$ cat src/core/gpio_map_pkg.sv
// package: field layout, function codes and carriers of the pin mapper
// assumes: one 50 mhz clock, async active-low reset
package gpio_map_pkg;

   localparam int NUM_CH = 4;
   localparam int SYNC_STAGES = 2;

   // setup register field positions (16-bit pin setup word)
   localparam int PIN_IN_EN_BIT = 0;
   localparam int PIN_IN_CODE_LSB = 1;
   localparam int PIN_CH_SEL_LSB = 5;
   localparam int PIN_OUT_CODE_LSB = 9;
   localparam int PIN_OUT_EN_BIT = 13;
   localparam logic [15:0] PIN_SETUP_RESET = 16'h0000;

   // input function codes
   localparam logic [3:0] IN_MARGIN = 4'ha;
   localparam logic [3:0] IN_RESET = 4'hb;
   localparam logic [3:0] IN_NVM_PROG = 4'hc;
   localparam logic [3:0] IN_WR_LOCK = 4'hd;

   // output function codes
   localparam logic [3:0] OUT_NONVOLATILE_BUSY_FLAG = 4'h1;
   localparam logic [3:0] OUT_CH_BUSY0 = 4'h4;
   localparam logic [3:0] OUT_CH_BUSY3 = 4'h7;
   localparam logic [3:0] OUT_WIN0 = 4'h8;
   localparam logic [3:0] OUT_WIN3 = 4'hb;

   // low pulse must span this many synchronised cycles to reset
   localparam logic [3:0] RESET_LOW_CYCLES = 4'h4;

   typedef struct packed {
      logic in_en;
      logic out_en;
      logic [3:0] in_code;
      logic [3:0] out_code;
      logic [NUM_CH-1:0] ch_sel;
   } pin_setup_s;

   typedef struct packed {
      logic [NUM_CH-1:0] margin_low;
      logic [NUM_CH-1:0] margin_high;
      logic dev_reset;
   } pin_trig_s;

   typedef struct packed {
      logic nonvolatile_busy_flag;
      logic [NUM_CH-1:0] ch_busy;
      logic [NUM_CH-1:0] win_result;
   } pin_status_s;

   typedef struct packed {
      logic [NUM_CH-1:0] margin_low;
      logic [NUM_CH-1:0] margin_high;
      logic dev_reset;
      logic nvm_prog;
   } sw_trig_s;

   function automatic pin_setup_s unpack_setup(input logic [15:0] w);
      pin_setup_s s;
      s.in_en = w[PIN_IN_EN_BIT];
      s.out_en = w[PIN_OUT_EN_BIT];
      s.in_code = w[PIN_IN_CODE_LSB +: 4];
      s.out_code = w[PIN_OUT_CODE_LSB +: 4];
      s.ch_sel = w[PIN_CH_SEL_LSB +: NUM_CH];
      return s;
   endfunction

endpackage
$ cat src/core/gpio_function_mapper.sv
// gpio function mapper: pin input triggers and pin output status select
// assumes: setup word held by the register file, which also honours
// the write-allow output; pin level is asynchronous to clk
`timescale 1ns/1ps
module gpio_function_mapper (
   input wire logic clk,
   input wire logic nrst,
   input wire logic [15:0] pin_setup_word,
   input wire gpio_map_pkg::pin_status_s status,
   input wire gpio_map_pkg::sw_trig_s sw_trig,
   input wire logic wr_req_unlock,
   input wire logic wr_req_reset_i2c,
   input wire logic pin_in,
   output logic pin_out,
   output logic pin_oe,
   output gpio_map_pkg::pin_trig_s trig,
   output gpio_map_pkg::sw_trig_s sw_trig_eff,
   output logic nvm_prog_allow,
   output logic reg_write_allow,
   output logic reg_write_exempt
);

   // ---------------------------------------------------------------
   // state
   // ---------------------------------------------------------------
   typedef enum logic [1:0] {ST_BOOT, ST_SETTLE, ST_FIRST, ST_RUN} phase_e;

   typedef struct packed {
      logic [gpio_map_pkg::SYNC_STAGES-1:0] sync;
      logic last;
      phase_e phase;
      logic [3:0] low_cnt;
      logic pin_out;
      logic pin_oe;
      gpio_map_pkg::pin_trig_s trig;
      gpio_map_pkg::sw_trig_s sw_eff;
      logic nvm_allow;
      logic wr_allow;
      logic wr_exempt;
   } state_s;

   state_s st_ff;
   state_s nxt_st;
   gpio_map_pkg::pin_setup_s cfg;
   logic lvl;
   logic rise;
   logic fall;
   logic first;
   logic sel_status;
   logic status_ok;

   assign cfg = gpio_map_pkg::unpack_setup(pin_setup_word);

   // ---------------------------------------------------------------
   // helpers
   // ---------------------------------------------------------------
   // falling edge, or a low level taken once at boot
   function automatic logic go_low(input logic f, input logic b,
                                   input logic l);
      return f || (b && !l);
   endfunction

   // rising edge, or a high level taken once at boot
   function automatic logic go_high(input logic r, input logic b,
                                    input logic l);
      return r || (b && l);
   endfunction

   // ---------------------------------------------------------------
   // next state
   // ---------------------------------------------------------------
   always_comb begin
      nxt_st = st_ff;
      // two-stage synchroniser; only stage two is read
      nxt_st.sync = {st_ff.sync[0], pin_in};
      lvl = st_ff.sync[gpio_map_pkg::SYNC_STAGES-1];
      nxt_st.last = lvl;
      first = (st_ff.phase == ST_FIRST);
      rise = lvl && !st_ff.last && (st_ff.phase == ST_RUN);
      fall = !lvl && st_ff.last && (st_ff.phase == ST_RUN);
      nxt_st.trig = '0;

      // settle the synchroniser, then take the level once
      case (st_ff.phase)
         // stage two holds the true pin level only from ST_FIRST on
         ST_BOOT: nxt_st.phase = ST_SETTLE;
         ST_SETTLE: nxt_st.phase = ST_FIRST;
         ST_FIRST: nxt_st.phase = ST_RUN;
         ST_RUN: nxt_st.phase = ST_RUN;
         default: nxt_st.phase = ST_BOOT;
      endcase

      if (cfg.in_en && !cfg.out_en) begin
         case (cfg.in_code)
            gpio_map_pkg::IN_MARGIN: begin
               if (go_low(fall, first, lvl))
                  nxt_st.trig.margin_low = cfg.ch_sel;
               if (go_high(rise, first, lvl))
                  nxt_st.trig.margin_high = cfg.ch_sel;
            end
            gpio_map_pkg::IN_RESET: begin
               // count synchronised low cycles; rising alone is inert
               if (lvl)
                  nxt_st.low_cnt = '0;
               else if (st_ff.low_cnt != gpio_map_pkg::RESET_LOW_CYCLES)
                  nxt_st.low_cnt = st_ff.low_cnt + 4'h1;
               if (lvl && st_ff.low_cnt == gpio_map_pkg::RESET_LOW_CYCLES)
                  nxt_st.trig.dev_reset = 1'b1;
            end
            gpio_map_pkg::IN_NVM_PROG: begin
               if (go_low(fall, first, lvl))
                  nxt_st.nvm_allow = 1'b1;
               else if (go_high(rise, first, lvl))
                  nxt_st.nvm_allow = 1'b0;
            end
            gpio_map_pkg::IN_WR_LOCK: begin
               if (go_low(fall, first, lvl))
                  nxt_st.wr_allow = 1'b1;
               else if (go_high(rise, first, lvl))
                  nxt_st.wr_allow = 1'b0;
            end
            default: nxt_st.low_cnt = '0;
         endcase
      end
      if (cfg.in_code != gpio_map_pkg::IN_RESET)
         nxt_st.low_cnt = '0;
      // leaving the lock code frees writes again
      if (!(cfg.in_en && cfg.in_code == gpio_map_pkg::IN_WR_LOCK))
         nxt_st.wr_allow = 1'b1;
      if (!(cfg.in_en && cfg.in_code == gpio_map_pkg::IN_NVM_PROG))
         nxt_st.nvm_allow = 1'b1;

      // refused writes still pass unlock, and reset fields over i2c
      nxt_st.wr_exempt = wr_req_unlock || wr_req_reset_i2c;

      // software triggers blocked while the pin owns the function
      nxt_st.sw_eff = sw_trig;
      if (cfg.in_en) begin
         case (cfg.in_code)
            gpio_map_pkg::IN_MARGIN: begin
               nxt_st.sw_eff.margin_low = '0;
               nxt_st.sw_eff.margin_high = '0;
            end
            gpio_map_pkg::IN_RESET: nxt_st.sw_eff.dev_reset = 1'b0;
            gpio_map_pkg::IN_NVM_PROG: nxt_st.sw_eff.nvm_prog = 1'b0;
            default: nxt_st.sw_eff = sw_trig;
         endcase
      end

      // output status select
      status_ok = 1'b1;
      sel_status = 1'b0;
      if (cfg.out_code == gpio_map_pkg::OUT_NONVOLATILE_BUSY_FLAG)
         sel_status = status.nonvolatile_busy_flag;
      else if (cfg.out_code >= gpio_map_pkg::OUT_CH_BUSY0 &&
               cfg.out_code <= gpio_map_pkg::OUT_CH_BUSY3)
         sel_status = status.ch_busy[cfg.out_code[1:0]];
      else if (cfg.out_code >= gpio_map_pkg::OUT_WIN0 &&
               cfg.out_code <= gpio_map_pkg::OUT_WIN3)
         sel_status = status.win_result[cfg.out_code[1:0]];
      else
         status_ok = 1'b0;
      nxt_st.pin_oe = cfg.out_en && !cfg.in_en && status_ok;
      nxt_st.pin_out = nxt_st.pin_oe && sel_status;
   end

   // ---------------------------------------------------------------
   // registers
   // ---------------------------------------------------------------
   always_ff @(posedge clk or negedge nrst) begin
      if (!nrst) begin
         st_ff <= '{sync: '0, last: 1'b0, phase: ST_BOOT, low_cnt: '0,
                    pin_out: 1'b0, pin_oe: 1'b0, trig: '0, sw_eff: '0,
                    nvm_allow: 1'b1, wr_allow: 1'b1, wr_exempt: 1'b0};
      end else begin
         st_ff <= nxt_st;
      end
   end

   assign pin_out = st_ff.pin_out;
   assign pin_oe = st_ff.pin_oe;
   assign trig = st_ff.trig;
   assign sw_trig_eff = st_ff.sw_eff;
   assign nvm_prog_allow = st_ff.nvm_allow;
   assign reg_write_allow = st_ff.wr_allow;
   assign reg_write_exempt = st_ff.wr_exempt;

endmodule

$ cat config.mk
export PLATFORM = sky130hd
export DESIGN_NAME = gpio_function_mapper
export DESIGN_NICKNAME = d
export VERILOG_FILES = /design/src/core/gpio_map_pkg.sv /design/src/core/gpio_function_mapper.sv
export SDC_FILE = /design/constraint.sdc
export NUM_CORES = 1
export LEC_CHECK = 0
export ABC_AREA = 1
export BUFFER_PORTS_ARGS = -buffer_cell sky130_fd_sc_hd__buf_4
export CAP_MARGIN = 20
export CORE_MARGIN = 8
export CORE_UTILIZATION = 40
export DETAILED_ROUTE_END_ITERATION = 8
export MAX_ROUTING_LAYER = met4
export PLACE_DENSITY = 0.81
export SYNTH_ARGS = -nofsm -noshare
export SYNTH_HDL_FRONTEND = slang
export SYNTH_SLANG_ARGS = --single-unit
$ cat constraint.sdc
create_clock -name clk -period 1.2 [get_ports clk]
set_input_delay 0.24 -clock clk [delete_from_list [all_inputs] [get_ports clk]]
set_output_delay 0.24 -clock clk [all_outputs]
set_load 0.1 [all_outputs]
==> results_dict.tcl <==
set metrics [dict create \
    timing.final.crit_share_pct 106 \
    ant_nets 0 \
    root_buffer "clkbuf_8" \
    end_kind "output port" \
    cts_made_buffers 5 \
    p_leak_uw 0.00116 \
    slew_violations 0 \
    synth_cell_types 19 \
    crit_arrival_ps 1030 \
    synth.ff_latch_count 33 \
    failed_checks "negative setup slack" \
    antennaDiodeCount 0 \
    max_stage_delay_ps 570 \
    yosysSeqAreaShare_pct 53.0 \
    p_per_area_mw_per_mm2 1130 \
    die_h_um 78.5 \
    grt_usage_pct 11.1 \
    period_needed_ps 1270 \
    syn_area_per_cell_um2 8.77 \
    initial_utilization_pct 42.0 \
    crit_type "reg -> out" \
    drcViolationCount 0 \
    final_util_pct 56.8 \
    fin_worst_skew_ps 2.68 \
    layout_common_cells "62 x buf_4, 31 x nand2_1, 31 x dfrtp_1, 30 x inv_1, 20 x nand3_1" \
    core_area_mm2 0.00372 \
    hpwlAfterDp_um 2510 \
    yosys_warnings 0 \
    chipWidth_um 78.5 \
    postSynthCellCount 178 \
    rsz0062_at_grt "true" \
    setup_viol 2 \
    cts.clk_slew.worst_paths_ps 60 \
    grt_pass1_wl_um 5270 \
    regToRegStartpoint "st_ff[25]" \
    layout_commonest_cell "buf_4" \
    total_power_uw 2390 \
    netlist_area_mm2 0.00156 \
    syn-num-nets 223 \
    antenna_found_initial 0 \
    rows 22 \
    yosys.area.top_type "dfrtp_1" \
    cpLargestDelayFamily "flip-flops" \
    nNetsFinal 276 \
    cts.sinks 33 \
    via_count 1225 \
    n_fill_cell 333 \
    crit_chain "buf_12" \
    whs_ps 61.1 \
    syn_to_final_growth_pct 35.3 \
    cts_tree "built" \
    hp-class "in -> reg" \
    start_kind "flop" \
    crit_slowest_cell "dfstp_2" \
    drtIter0Drc 53 \
    max-cap-violations 0 \
    die_area_mm2 0.00616 \
    io_pins 64 \
    clk_path_buf_depth 2 \
    tns_ps -126 \
    vdd_drop_max_v 0.000471 \
    via_per_inst 4.38 \
    grt_overflow 0 \
    grt_max_degree 34 \
    startpoint "nvm_prog_allow" \
    status "complete, but fails checks" \
    cp.required_ps 960 \
    wl_per_cell_um 11.8 \
    drive_gt1_share_pct 37.5 \
    cts_setup_buffers 0 \
    slew_headroom_pct 73.4 \
    fmax_mhz 788 \
    cp_num_buf_inv 1 \
    synth_top_area_share_pct 49.7 \
    port_buffers 61 \
    dpl.cell_count 271 \
    cp_max_fo 2 \
    tightest_slew_ps 399 \
    hold_viol 0 \
    drt_wl_total_um 3320 \
    multiInputGateArea_um2 498 \
    synth.area.top_cells "dfrtp_1 50%, buf_4 9.1%, inv_1 7.5%" \
    htreeDepth 2 \
    hp-start "pin_in" \
    regArea_um2 828 \
    dr.pass1.iters 4 \
    stdcell_count 280 \
    grt_pass1_vias 1191 \
    gp_congestion 0.856 \
    fin_ws_ps -69.1 \
    insertion_delay_ps 280 \
]
-- final timing paths --
| kind | end | slack [ps] | cells after the start |
|---|---|---|---|
| worst max register to register | st_ff[24] | 110 | 7 |
| worst min register to register | lvl | 350 | 0 |
| min in group asynchronous | sw_trig_eff[0] | 440 | 2 |
| worst max-delay path | nvm_prog_allow | -70 | 1 |
| worst min-delay path | nxt_st[32] | 60 | 1 |
| max in group asynchronous | reg_write_allow | 450 | 2 |
-- power breakdown --
group	switching [uW]	internal [uW]	total, uW
logic	305	148	453
clock network	383	401	784
registers	9.62	1140	1150
-- layout make-up --
type                       count  share of cell area, %
clock inverter                 2                  0.474
inverter                      34                   6.04
clock buffer                   6                   3.44
sequential                    33                   39.2
multi-input combinational     92                   23.6
timing repair buffer          65                   24.4
tap                           48                   2.84
-- sequential cells by signal, indices dropped and copies added (netlist names) --
name	flops
nxt_st	1
reg_write_exempt	1
reg_write_allow	1
lvl	1
st_ff	7
nvm_prog_allow	1
sw_trig_eff	10
pin_out	1
trig	9
pin_oe	1
-- metal layers --
layer	global-route usage [%]	wire, um
met3	5.92	264
met5	-	0
met4	3.89	43
met1	11.3	1390
met2	17.8	1620
-- kinds of logic after synthesis --
family / Yosys count / synth area share, %
compound gates: 5 / 1.60
simple gates: 82 / 24.0
fa+ha+maj: 5 / 4.01
buf+inv: 53 / 17.3
flops: 33 / 53.0
-- through the flow --
| stage | area [um2] | worst slack, ps |
|---|---|---|
| 3_3_place_gp | 1960 | 45.9 |
| 4_1_cts | 2080 | -73.8 |
| 5_1_grt | 2110 | -93.8 |
| 3_5_place_dp | 1960 | 8.76 |
| 2_1_floorplan | 1560 | 47.7 |
| 6_report | 2110 | -69.1 |
-- cell usage after synthesis (all sizes together) --
| cell | n |
|---|---|
| inv | 34 |
| nand2 | 33 |
| dfrtp | 31 |
| nand3 | 23 |
| buf | 19 |
| nor2 | 17 |
| ha | 5 |
| nor3 | 5 |
| o21ai | 3 |
| a21oi | 2 |
| dfstp | 2 |
| nand4 | 2 |
| nand3b | 1 |
| or2 | 1 |
-- worst reg2reg max path: stages (launching register included) --
cell,delay (ps)
dfrtp_1,370
inv_1,100
ha_4,150
nand3_4,80
nand2_4,100
nand2_1,70
nand3_1,70
nand2_1,50
-- timing repair --
item | 4_1_cts | 5_1_grt
cloned | 0 | 0
resized for setup | 7 | 6
pin swaps | 0 | 3
hold endpoints to repair | 31 | 0
setup endpoints to repair | 3 | 6
hold buffers | 1 | 0
Note: power is estimated with default switching activity, not from simulation.
